--- src/hw/supply_monitor_regs.svh ---
`ifndef SUPPLY_MONITOR_REGS_SVH
`define SUPPLY_MONITOR_REGS_SVH
// register byte offsets
`define OFS_STATUS 4'h0
`define OFS_CONFIG 4'h4
`define OFS_IRQ_STATUS 4'h8
`define OFS_IRQ_MASK 4'hC
// status register fields
`define STAT_BELOW_TRIP 0
`define STAT_RESET_ACTIVE 1
`define STAT_HIGH_RANGE 2
`define STAT_RANGE_LOCKED 3
// config register fields
`define CFG_POWER_DOWN 0
`define CFG_RESET_DISABLE 1
`define CFG_RUN_IN_STOP 2
`define CFG_HIGH_RANGE 3
// event bits
`define EVT_FALL 0
`define EVT_RISE 1
`define EVT_RESET 2
`define EVT_WIDTH 3
// reset values
`define CFG_RESET_VALUE 4'h0
`define MASK_RESET_VALUE 3'h0
`endif

--- src/hw/supply_monitor_pkg.sv ---
package supply_monitor_pkg;
  // power mode of the surrounding system
  typedef enum logic [1:0] {
    MODE_RUN = 2'b00,
    MODE_WAIT = 2'b01,
    MODE_STOP = 2'b10
  } power_mode_t;
endpackage : supply_monitor_pkg

--- src/hw/level_sync.sv ---
// two-stage synchroniser for asynchronous levels
module level_sync #(
  parameter int WIDTH = 2
) (
  input wire logic clk,
  input wire logic rstn,
  input wire logic [WIDTH-1:0] din,
  output logic [WIDTH-1:0] dout
);
  logic [WIDTH-1:0] meta_r; // first stage, read only by second stage

  // refuse a width the flops cannot hold, at elaboration
  if (WIDTH < 1) begin : g_width_check
    $error("level_sync width must be positive");
  end

  // two flops, nothing taps the first
  always_ff @(posedge clk or negedge rstn) begin
    if (!rstn) begin
      meta_r <= '0;
      dout <= '0;
    end else begin
      meta_r <= din;
      dout <= meta_r;
    end
  end
endmodule : level_sync

--- src/hw/avmm_slave.sv ---
// avalon-mm slave front end: one cycle waitrequest, then answer
module avmm_slave (
  input wire logic clk,
  input wire logic rstn,
  input wire logic [3:0] address,
  input wire logic read,
  input wire logic write,
  input wire logic [31:0] writedata,
  input wire logic [3:0] byteenable,
  output logic [31:0] readdata,
  output logic waitrequest,
  output logic wr_stb,
  output logic [3:0] wr_addr,
  output logic [7:0] wr_data,
  output logic [3:0] rd_addr,
  input wire logic [7:0] rd_data
);
  logic ack_r; // high in the answer cycle

  // hold waitrequest for one cycle so read data can come from a flop
  assign waitrequest = (read | write) & ~ack_r;
  assign rd_addr = address;
  // only the low byte lane holds bits
  assign wr_stb = write & ack_r & byteenable[0];
  assign wr_addr = address;
  assign wr_data = writedata[7:0];

  // answer phase toggle
  always_ff @(posedge clk or negedge rstn) begin
    if (!rstn) begin
      ack_r <= 1'b0;
    end else begin
      ack_r <= (read | write) & ~ack_r;
    end
  end

  // read data captured while waitrequest high, stands at the ack edge
  always_ff @(posedge clk or negedge rstn) begin
    if (!rstn) begin
      readdata <= 32'h00000000;
    end else if (read & ~ack_r) begin
      readdata <= {24'h000000, rd_data};
    end
  end
endmodule : avmm_slave

--- src/hw/low_supply_monitor_control.sv ---
// Functional notes
// [RL1] flag sets below falling, clears above rising
// [RL2] power-on reset selects the low range
// [RL3] hold reset until supply above rising
// [RL4] monitor enabled out of reset
// [RL5] power-down stops status and reset
// [RL6] reset-disable blocks reset, flag still tracks
// [RL7] range-select picks the high falling threshold
// [RL8] both settings clear: low supply resets
// [RL9] polling software: power-up, reset disabled
// [RL10] range select is write-once until reset
// [RL11] high range below rising: immediate reset
// [RL12] no supply interrupt; flag and reset only
// [RL13] wait mode keeps enabled monitor active
// [RL14] stop mode active only with run-in-stop
// [RL15] comparator outputs synchronised before use
//
// The register offsets and the Avalon-MM register port are this design's own decisions.
`include "supply_monitor_regs.svh"
module low_supply_monitor_control
  import supply_monitor_pkg::*;
(
  input wire logic clk,
  input wire logic rstn,
  // avalon-mm register port
  input wire logic [3:0] address,
  input wire logic read,
  input wire logic write,
  input wire logic [31:0] writedata,
  input wire logic [3:0] byteenable,
  output logic [31:0] readdata,
  output logic waitrequest,
  // analog comparators, per range, asynchronous
  input wire logic low_below_falling,
  input wire logic low_above_rising,
  input wire logic high_below_falling,
  input wire logic high_above_rising,
  // system power mode
  input wire logic [1:0] power_mode,
  // range select to the analog trip network
  output logic high_range_select,
  // analog bias enable
  output logic monitor_enable,
  // reset request to the system reset logic
  output logic supply_reset_req,
  // block interrupt, from sticky status bits of this wrapper
  output logic irq
);
  logic [3:0] comp_sync; // synchronised comparators
  logic below_falling; // selected range, below falling
  logic above_rising; // selected range, above rising
  logic below_trip_flag_r; // hysteretic status
  logic reset_hold_r; // monitor reset latch
  logic monitor_power_down_r;
  logic monitor_reset_disable_r;
  logic run_in_stop_r;
  logic high_range_select_r;
  logic range_locked_r; // write-once guard
  logic active; // monitor evaluating this cycle
  logic [`EVT_WIDTH-1:0] evt_status_r;
  logic [`EVT_WIDTH-1:0] evt_mask_r;
  logic [`EVT_WIDTH-1:0] evt_set;
  logic flag_prev_r;
  logic reset_prev_r;
  logic range_prev_r; // range select one cycle back
  logic wr_stb;
  logic [3:0] wr_addr;
  logic [7:0] wr_data;
  logic [3:0] rd_addr;
  logic [7:0] rd_data;

  // write decode shared by every writable register
  function automatic logic wr_hit(input logic stb, input logic [3:0] addr, input logic [3:0] ofs);
    return stb && addr == ofs;
  endfunction : wr_hit

  // bus front end
  avmm_slave bus (
    .clk(clk),
    .rstn(rstn),
    .address(address),
    .read(read),
    .write(write),
    .writedata(writedata),
    .byteenable(byteenable),
    .readdata(readdata),
    .waitrequest(waitrequest),
    .wr_stb(wr_stb),
    .wr_addr(wr_addr),
    .wr_data(wr_data),
    .rd_addr(rd_addr),
    .rd_data(rd_data)
  );

  // comparators cross into clk before any use, see [RL15]
  level_sync #(.WIDTH(4)) comp_sync_u (
    .clk(clk),
    .rstn(rstn),
    .din({high_above_rising, high_below_falling, low_above_rising, low_below_falling}),
    .dout(comp_sync)
  );

  // pick the trip pair of the chosen range, see [RL7]
  assign below_falling = high_range_select_r ? comp_sync[2] : comp_sync[0];
  assign above_rising = high_range_select_r ? comp_sync[3] : comp_sync[1];

  // active unless powered down; in stop needs run-in-stop, see [RL5] see [RL13] see [RL14]
  always_comb begin
    case (power_mode_t'(power_mode))
      MODE_RUN: active = ~monitor_power_down_r;
      MODE_WAIT: active = ~monitor_power_down_r;
      MODE_STOP: active = ~monitor_power_down_r & run_in_stop_r;
      default: active = ~monitor_power_down_r;
    endcase
  end

  assign monitor_enable = active; // see [RL4]
  assign high_range_select = high_range_select_r;

  // configuration; power-up defaults leave the monitor on, low range, see [RL2] see [RL4]
  always_ff @(posedge clk or negedge rstn) begin
    if (!rstn) begin
      monitor_power_down_r <= 1'b0;
      monitor_reset_disable_r <= 1'b0;
      run_in_stop_r <= 1'b0;
    end else if (wr_hit(wr_stb, wr_addr, `OFS_CONFIG)) begin
      monitor_power_down_r <= wr_data[`CFG_POWER_DOWN];
      monitor_reset_disable_r <= wr_data[`CFG_RESET_DISABLE];
      run_in_stop_r <= wr_data[`CFG_RUN_IN_STOP];
    end
  end

  // range select locks at the first config write, see [RL10]
  always_ff @(posedge clk or negedge rstn) begin
    if (!rstn) begin
      high_range_select_r <= 1'b0; // see [RL2]
      range_locked_r <= 1'b0;
    end else if (wr_hit(wr_stb, wr_addr, `OFS_CONFIG) && !range_locked_r) begin
      high_range_select_r <= wr_data[`CFG_HIGH_RANGE];
      range_locked_r <= 1'b1;
    end
  end

  // hysteretic flag: set below falling, clear above rising, else hold, see [RL1]
  always_ff @(posedge clk or negedge rstn) begin
    if (!rstn) begin
      below_trip_flag_r <= 1'b0;
    end else if (active) begin
      if (below_falling) begin
        below_trip_flag_r <= 1'b1;
      end else if (above_rising) begin
        below_trip_flag_r <= 1'b0;
      end
    end
  end

  // reset latch: trips below falling, holds until above rising, see [RL3] see [RL8]
  // switching to the high range while under its rising level trips at once, see [RL11]
  // only the switch itself trips it: a later drift into the band must not reset
  always_ff @(posedge clk or negedge rstn) begin
    if (!rstn) begin
      reset_hold_r <= 1'b0;
    end else if (!active || monitor_reset_disable_r) begin
      reset_hold_r <= 1'b0; // see [RL5] see [RL6]
    end else if (below_falling || (high_range_select_r && !range_prev_r && !above_rising)) begin
      reset_hold_r <= 1'b1;
    end else if (above_rising) begin
      reset_hold_r <= 1'b0;
    end
  end

  // the reset ends wait or stop in the system reset logic, see [RL13] see [RL14]
  assign supply_reset_req = reset_hold_r;

  // edge history for events
  always_ff @(posedge clk or negedge rstn) begin
    if (!rstn) begin
      flag_prev_r <= 1'b0;
      reset_prev_r <= 1'b0;
      range_prev_r <= 1'b0;
    end else begin
      flag_prev_r <= below_trip_flag_r;
      reset_prev_r <= reset_hold_r;
      range_prev_r <= high_range_select_r;
    end
  end

  assign evt_set = {reset_hold_r & ~reset_prev_r, ~below_trip_flag_r & flag_prev_r, below_trip_flag_r & ~flag_prev_r};

  // sticky events, write one to clear; a new set beats the clear
  always_ff @(posedge clk or negedge rstn) begin
    if (!rstn) begin
      evt_status_r <= '0;
    end else begin
      if (wr_hit(wr_stb, wr_addr, `OFS_IRQ_STATUS)) begin
        evt_status_r <= (evt_status_r & ~wr_data[`EVT_WIDTH-1:0]) | evt_set;
      end else begin
        evt_status_r <= evt_status_r | evt_set;
      end
    end
  end

  // interrupt mask
  always_ff @(posedge clk or negedge rstn) begin
    if (!rstn) begin
      evt_mask_r <= `MASK_RESET_VALUE;
    end else if (wr_hit(wr_stb, wr_addr, `OFS_IRQ_MASK)) begin
      evt_mask_r <= wr_data[`EVT_WIDTH-1:0];
    end
  end

  // wrapper interrupt only; the monitor core itself raises none, see [RL12]
  assign irq = |(evt_status_r & evt_mask_r);

  // read mux; unmapped offsets read zero
  always_comb begin
    case (rd_addr)
      `OFS_STATUS: rd_data = {4'h0, range_locked_r, high_range_select_r, reset_hold_r, below_trip_flag_r};
      `OFS_CONFIG: rd_data = {4'h0, high_range_select_r, run_in_stop_r, monitor_reset_disable_r, monitor_power_down_r};
      `OFS_IRQ_STATUS: rd_data = {5'h00, evt_status_r};
      `OFS_IRQ_MASK: rd_data = {5'h00, evt_mask_r};
      default: rd_data = 8'h00;
    endcase
  end
endmodule : low_supply_monitor_control

--- config.mk ---
export PLATFORM = sky130hd
export DESIGN_NAME = low_supply_monitor_control
export DESIGN_NICKNAME = d
export VERILOG_FILES = /design/src/hw/supply_monitor_pkg.sv /design/src/hw/level_sync.sv /design/src/hw/avmm_slave.sv /design/src/hw/low_supply_monitor_control.sv
export VERILOG_INCLUDE_DIRS = /design/src /design/src/hw
export SDC_FILE = /design/constraint.sdc
export NUM_CORES = 1
export LEC_CHECK = 0
export ABC_AREA = 0
export BUFFER_PORTS_ARGS = -buffer_cell sky130_fd_sc_hd__buf_2
export CAP_MARGIN = 30
export CORE_MARGIN = 2
export CORE_UTILIZATION = 37
export CTS_CLUSTER_DIAMETER = 120
export DETAILED_ROUTE_END_ITERATION = 10
export GPL_TIMING_DRIVEN = 1
export PLACE_DENSITY = 0.73
export SLEW_MARGIN = 20
export SYNTH_ARGS = -nofsm -noshare
export SYNTH_HDL_FRONTEND = slang
export SYNTH_HIERARCHICAL = 1
export SYNTH_SLANG_ARGS = --single-unit
--- constraint.sdc ---
create_clock -name clk -period 1.9 [get_ports clk]
set_input_delay 0 -clock clk [delete_from_list [all_inputs] [get_ports clk]]
set_output_delay 0 -clock clk [all_outputs]
set_load 0.05 [all_outputs]
==> key figures, run 1 <==
Setup path
  • CP Buf/Inv Count: 4
  • Slowest stage delay, CP: 540 ps
  • CP max stage cell: dlygate4sd3_1
  • Reg2Reg Depth: 4
  • CP max FO: 2
  • Crit path DAT: 1600 ps
  • Crit path max-delay family: buffers and inverters
  • CP Cell Sequence: dlygate4sd3_1 > buf_2 > nor2_1 > dlygate4sd3_1 > nor2_1 > buf_2
  • Required time worst endpoint: 1900 ps
  • Crit. End Element: output pin
  • Critical Path Stages: 6
  • Startpoint types: input pin
  • Kind of critical path: input pin to output pin

Logic synthesis
  • Cells after Synth: 131
  • Warnings from Yosys: 6
  • Syn Std Cell Area: 1670 µm²
  • Syn Area/Cell: 12.8 µm²

Floorplan
  • Die height: 71.3 µm
  • FP Rows: 24
  • Core ar.: 4350 µm²
  • Initial Util: 38.4%
  • Die width: 71.3 µm
  • DIE AREA: 5080 µm²
  • I/O Pins: 87

Finish
  • Fin util: 43.9%
  • Synth-to-layout area growth: 14.1%
  • Antenna diodes: 0
  • Layout cells sized above 1: 34.9%
  • Final #Nets: 219

Clock tree
  • Root buffer cell: clkbuf_8
  • CTS resizes: 0
  • # clock sinks: 33
  • Later-pin clock latency in the skew report: 280 ps
  • Maximum buffer depth of the clock tree: 2
  • Post-CTS Setup Bufs: 0
  • CTS tree: done
  • Clock-pin slew on the worst setup and hold paths: 60 ps
  • Htree depth: 2
  • TritonCTS buffer count: 5

STA
  • Hold Fails Final Rpt: 0
  • Final setup violation count: 0
  • RSZ-0062 raised after global routing: false
  • Final setup margin: 298 ps
  • Worst Skew: 7.01 ps
  • Max Clk Rate: 0.624 GHz
  • Setup_tns: 0 ps
  • Worst-Margin Slew: 729 ps
  • Fin crit share: 84.3%
  • Min Tclk post-route: 1600 ps
  • Final Max Tran Viols: 0
  • Worst rel slew slack: 51.4%

Placement
  • HPWL after DPL: 2010 µm
  • IO Port Bufs: 31
  • Pre-CTS WS: 362 ps
  • Routability cong.: 0.739

GRT
  • Vias in the first global route: 966
  • Initial antenna violation count: 0
  • Global-route wire length before repair: 4570 µm
  • GRT Overall Usage: 11.9%
  • Grt total ovfl: 0
  • Largest net degree at the start of global routing: 34

Worst hold path
  • Hold Path Depth: 3
  • Type of the worst min-delay path: input pin to register

Drt
  • DR vias: 993
  • # DRC: 0
  • ANT nets after route: 0
  • Iter 0 DRT Violations: 47
  • Routed wire per std cell: 12.5 µm
  • 1st-pass router iterations: 4
  • Vias/cell: 4.49
  • Total wire length: 2760 µm

Power
  • Sw Ratio: 34.7%
  • Net Switching: 0.000665 W
  • PwrDens: 1000 nW/µm²
  • Fraction of power consumed by sequential logic: 44.2%
  • Combinational share of power: 28.6%
  • Clock share of power: 27.2%
  • Leakage power total: 0.960 nW
  • Worst VDD drop: 0.000459 V
  • P_int: 0.00125 W

Run
  • Max-Cap Viols: 0

Status
  • Outcome: completed
[final cells by class]
class	instances	area (µm²)
multi-input combinational	81	641
inverter	5	18.8
clock buffer	7	86.3
tap	52	65.1
sequential	33	826
fill	414	2440
timing repair buffer	43	273
[per-layer routing]
| layer | up-vias | global-route usage [%] | share of wire, % |
|---|---|---|---|
| met2 | 37 | 19.2 | 49 |
| met4 | 0 | 3.14 | 1.1 |
| li1 | 459 | - | - |
| met3 | 3 | 5.34 | 6.7 |
| met1 | 494 | 14.5 | 44 |
| met5 | - | 0 | 0 |
[placed cells by master (no fill, tap or decap), types with 4 or more instances in the layout]
cell type      count
buf_2             31
clkbuf_8           6
conb_1            28
dfrtp_1           33
dlygate4sd3_1     11
inv_1              5
mux2_2             5
mux2_4            11
nor2_1             5
o21ai_0            4
[metrics by stage]
stage,cells,cell area [µm²],power (W),hold WS [ps]
after floorplan,157,1770,0.00133,-296
after global placement,203,1710,0.00138,95.1
after detailed placement,203,1710,0.00140,110
after CTS,221,1910,0.00194,8.12
after global routing,221,1910,0.00201,45.3
final,221,1910,0.00192,21.7
[tightest hold or removal path: stages]
cell       delay, ps
buf_2            100
a211oi_1          60
o2bb2ai_1        110
[worst paths after layout]
check,startpoint,to,slack (ps)
max in group asynchronous,rstn,range_locked_r$_DFFE_PN0P_,1120
hold reg to reg,comp_sync_u/meta_r[3]$_DFF_PN0_,comp_sync_u/dout[3]$_DFF_PN0_,350
setup reg to reg,bus/ack_r$_DFF_PN0_,run_in_stop_r$_DFFE_PN0P_,350
setup / recovery,write,waitrequest,300
hold / removal,power_mode[1],below_trip_flag_r$_DFFE_PN0P_,20
min in group asynchronous,rstn,bus/readdata[1]$_DFFE_PN0P_,310
[state kept, by name, indices dropped and copies added, names as in the netlist]
signal and count:
run_in_stop_r 1, reset_prev_r 1, supply_reset_req 1, comp_sync_u/dout 4, bus/ack_r 1, range_prev_r 1
monitor_power_down_r 1, evt_mask_r 3, range_locked_r 1, high_range_select 1, below_trip_flag_r 1, evt_status_r 3
bus/readdata 8, monitor_reset_disable_r 1, comp_sync_u/meta_r 4, flag_prev_r 1
[power groups by stage]
stage	registers, W	clock network [W]	logic [W]
6_report	0.000847	0.000521	0.000549
3_3_place_gp	0.000855	0	0.000529
5_1_grt	0.000859	0.000569	0.000585
2_1_floorplan	0.000959	0	0.000375
4_1_cts	0.000849	0.000539	0.000553
3_5_place_dp	0.000861	0	0.000535
[repair_timing]
action / 4_1_cts / 5_1_grt
hold endpoints to repair: 45 / 0
endpoints found under the setup margin: 0 / 0
hold buffers: 11 / 0
(Power assumes the default switching activity.)
==> run 2: changes to the inputs <==
--- a/config.mk
+++ b/config.mk
@@ -6,7 +6,7 @@
 export SDC_FILE = /design/constraint.sdc
 export NUM_CORES = 1
 export LEC_CHECK = 0
-export ABC_AREA = 0
+export ABC_AREA = 1
 export BUFFER_PORTS_ARGS = -buffer_cell sky130_fd_sc_hd__buf_2
 export CAP_MARGIN = 30
 export CORE_MARGIN = 2
@@ -14,7 +14,7 @@
 export CTS_CLUSTER_DIAMETER = 120
 export DETAILED_ROUTE_END_ITERATION = 10
 export GPL_TIMING_DRIVEN = 1
-export PLACE_DENSITY = 0.73
+export PLACE_DENSITY = 0.72
 export SLEW_MARGIN = 20
 export SYNTH_ARGS = -nofsm -noshare
 export SYNTH_HDL_FRONTEND = slang
==> constraint.sdc (replaced) <==
create_clock -name clk -period 1.55 [get_ports clk]
set_input_delay 0 -clock clk [delete_from_list [all_inputs] [get_ports clk]]
set_output_delay 0 -clock clk [all_outputs]
set_load 0.05 [all_outputs]
==> run 2 against run 1 <==
Compared with the run above:
- critical path type is now register to output pin
- non-clock buffer count fell by 2
- power rose by 28%
- largest cell class unchanged
- critical path depth decreased by 1
- clock power grew 55%
- wire length up 17%
==> key figures, run 2 <==
Power
  • PwrDens: 1180 nW/µm² (+18%)
  • Net Switching: 0.000881 W (+32%)
  • Sw Ratio: 35.9% (+1.2 points)
  • Clock share of power: 32.9% (+5.7 points)
  • Worst VDD drop: 0.000485 V (+5.6%)
  • Total power draw: 0.00246 W (+28%)
  • Combinational share of power: 26.1% (-2.5 points)
  • P_int: 0.00158 W (+26%)
  • Fraction of power consumed by sequential logic: 41.1% (-3.1 points)
  • Leakage power total: 1.16 nW (+20%)

STA
  • Fin crit share: 85.0%
  • Min Tclk post-route: 1320 ps
  • Setup_tns: 0 ps (unchanged)
  • Max Clk Rate: 0.759 GHz
  • Hold Fails Final Rpt: 0 (unchanged)
  • RSZ-0062 raised after global routing: false
  • Final Max Tran Viols: 0 (unchanged)
  • Worst Skew: 5.63 ps (-1.38 ps)
  • Worst-Margin Slew: 712 ps (-17.7 ps)
  • Worst rel slew slack: 52.6% (+1.2 points)
  • Final setup violation count: 0 (unchanged)

Drt
  • Total wire length: 3240 µm (+17%)
  • Routed wire per std cell: 9.78 µm (-22%)
  • DR vias: 1363 (+37%)
  • ANT nets after route: 0 (unchanged)
  • Iter 0 DRT Violations: 26 (-45%)
  • # DRC: 0 (unchanged)
  • Vias/cell: 4.12 (-8.4%)
  • 1st-pass router iterations: 4 (unchanged)

Clock tree
  • Post-CTS Setup Bufs: 0 (unchanged)
  • Maximum buffer depth of the clock tree: 2 (unchanged)
  • Later-pin clock latency in the skew report: 280 ps (about the same)
  • CTS tree: done
  • # clock sinks: 33 (unchanged)
  • TritonCTS buffer count: 5 (unchanged)
  • Clock-pin slew on the worst setup and hold paths: 70 ps (about the same)
  • CTS Hold Bufs: 9 (-2)
  • Root buffer cell: clkbuf_8
  • Htree depth: 2 (unchanged)
  • CTS resizes: 0 (unchanged)

Finish
  • Most flop-heavy register: bus/readdata
  • Synth-to-layout area growth: 13.1%
  • Layout cells sized above 1: 19.7% (-15 points)
  • Max reg flops: 8 (unchanged)
  • Commonest non-fill, non-tap cell in the layout: nand2_1
  • Antenna diodes: 0 (unchanged)
  • Final #Nets: 313 (+43%)
  • Biggest regs: bus/readdata: 8 flops, comp_sync_u/dout: 4 flops, comp_sync_u/meta_r: 4 flops
  • Final instance area: 2080 µm² (+8.8%)
  • Most frequent cells in the layout: 61 x nand2_1, 33 x dfrtp_1, 31 x nand3_1, 31 x buf_2

Logic synthesis
  • Warnings from Yosys: 6 (unchanged)
  • Cells after Synth: 229 (+75%)
  • Syn Area/Cell: 8.03 µm² (-37%)
  • Syn Std Cell Area: 1840 µm² (+9.8%)

Setup path
  • R2r setup slk: 250 ps (-100 ps)
  • Crit. End Element: output pin
  • Worst reg2reg path endpoint: evt_status_r[2]$_DFF_PN0_
  • CP startpoint: bus/ack_r$_DFF_PN0_
  • Required time worst endpoint: 1550 ps (-350 ps)
  • CP max FO: 10 (+8)
  • Reg2Reg Depth: 7 (+3)
  • CP Cell Sequence: inv_2 > buf_4 > nand2_4 > nand2_1 > buf_2
  • CP max stage cell: dfrtp_1
  • Startpoint types: register
  • Reg-to-reg startpoint: bus/ack_r$_DFF_PN0_
  • Slowest stage delay, CP: 370 ps (-170 ps)
  • Kind of critical path: register to output pin
  • Crit path DAT: 1320 ps (-280 ps)

Placement
  • HPWL after DPL: 2440 µm (+21%)
  • Placed inst area: 1870 µm² (+9.4%)
  • IO Port Bufs: 31 (unchanged)
  • Routability cong.: 0.782 (+5.8%)

GRT
  • Vias in the first global route: 1178 (+22%)
  • GRT Overall Usage: 12.5% (+0.61 points)
  • Initial antenna violation count: 0 (unchanged)
  • Global-route wire length before repair: 5130 µm (+12%)
  • Grt total ovfl: 0 (unchanged)
  • Largest net degree at the start of global routing: 34 (unchanged)

Floorplan
  • Die height: 74.5 µm (+4.5%)
  • Initial Util: 38.7% (+0.21 points)
  • Die width: 74.5 µm (+4.5%)
  • DIE AREA: 5550 µm² (+9.2%)
  • I/O Pins: 87 (unchanged)
  • FP Rows: 25 (+4.2%)
  • Core ar.: 4750 µm² (+9.2%)

Run
  • Max-Cap Viols: 0 (unchanged)

Worst hold path
  • Type of the worst min-delay path: input pin to register
  • Hold path start: writedata[1]
  • Hold Path Depth: 4 (+1)
  • Worst hold endpoint: evt_status_r[1]$_DFF_PN0_

Status
  • Outcome: completed
-- run 2: cell count changes in the layout (fill, tap and decap cells not counted), moves of 5 or more --
cell	before	now
inv_1	5	28
mux2_2	5	0
mux2_4	11	0
nand2_1	0	61
nand3_1	0	31
nand4_1	0	5
o21ai_1	0	6
-- run 2: worst max path at each step --
stage                                  end  slack (ps)
3_5_place_dp     evt_status_r[0]$_DFF_PN0_         250
3_3_place_gp     evt_status_r[0]$_DFF_PN0_         290
5_1_grt          evt_status_r[2]$_DFF_PN0_         140
2_1_floorplan  bus/readdata[2]$_DFFE_PN0P_         270
4_1_cts                        waitrequest         210
6_report                       waitrequest         230
-- run 2: routing by layer --
metal  part of all wire, %  track usage [%]
met4                   1.3             5.36
met5                     0                0
met2                    47             20.2
met3                   5.4             3.66
met1                    46             15.6
-- run 2: cell type report --
cell class / instances / area (µm²)
fillers: 495 / 2680
clock inverters: 3 / 46.3
flip-flops and latches: 33 / 826
clock buffers: 5 / 68.8
well taps: 67 / 83.8
inverters: 31 / 118
repair buffers: 41 / 253
multi-input cells: 151 / 683
-- run 2: stage by stage --
stage	instances	setup WS, ps	utilization (%)	hold slack [ps]
3_5_place_dp	314	254	39.4	105
5_1_grt	331	144	43.7	18.9
6_report	331	233	43.7	3.57
2_1_floorplan	255	268	-	-296
3_3_place_gp	314	292	39.4	97.3
4_1_cts	331	209	43.7	1.49
-- run 2: worst max-delay path, delay by kind of cell (launching register included) --
kind                   cells  cell delay [ps]
and+or+nand+nor            2              190
buffers and inverters      3              470
DFF                        1              370
-- run 2: power groups by stage --
stage	Clock [W]	Sequential [W]	Combinational, W
after floorplan	0	0.00114	0.000447
after global placement	0	0.00102	0.000618
after detailed placement	0	0.00103	0.000629
after CTS	0.000832	0.00101	0.000647
after global routing	0.000870	0.00102	0.000695
final	0.000808	0.00101	0.000641
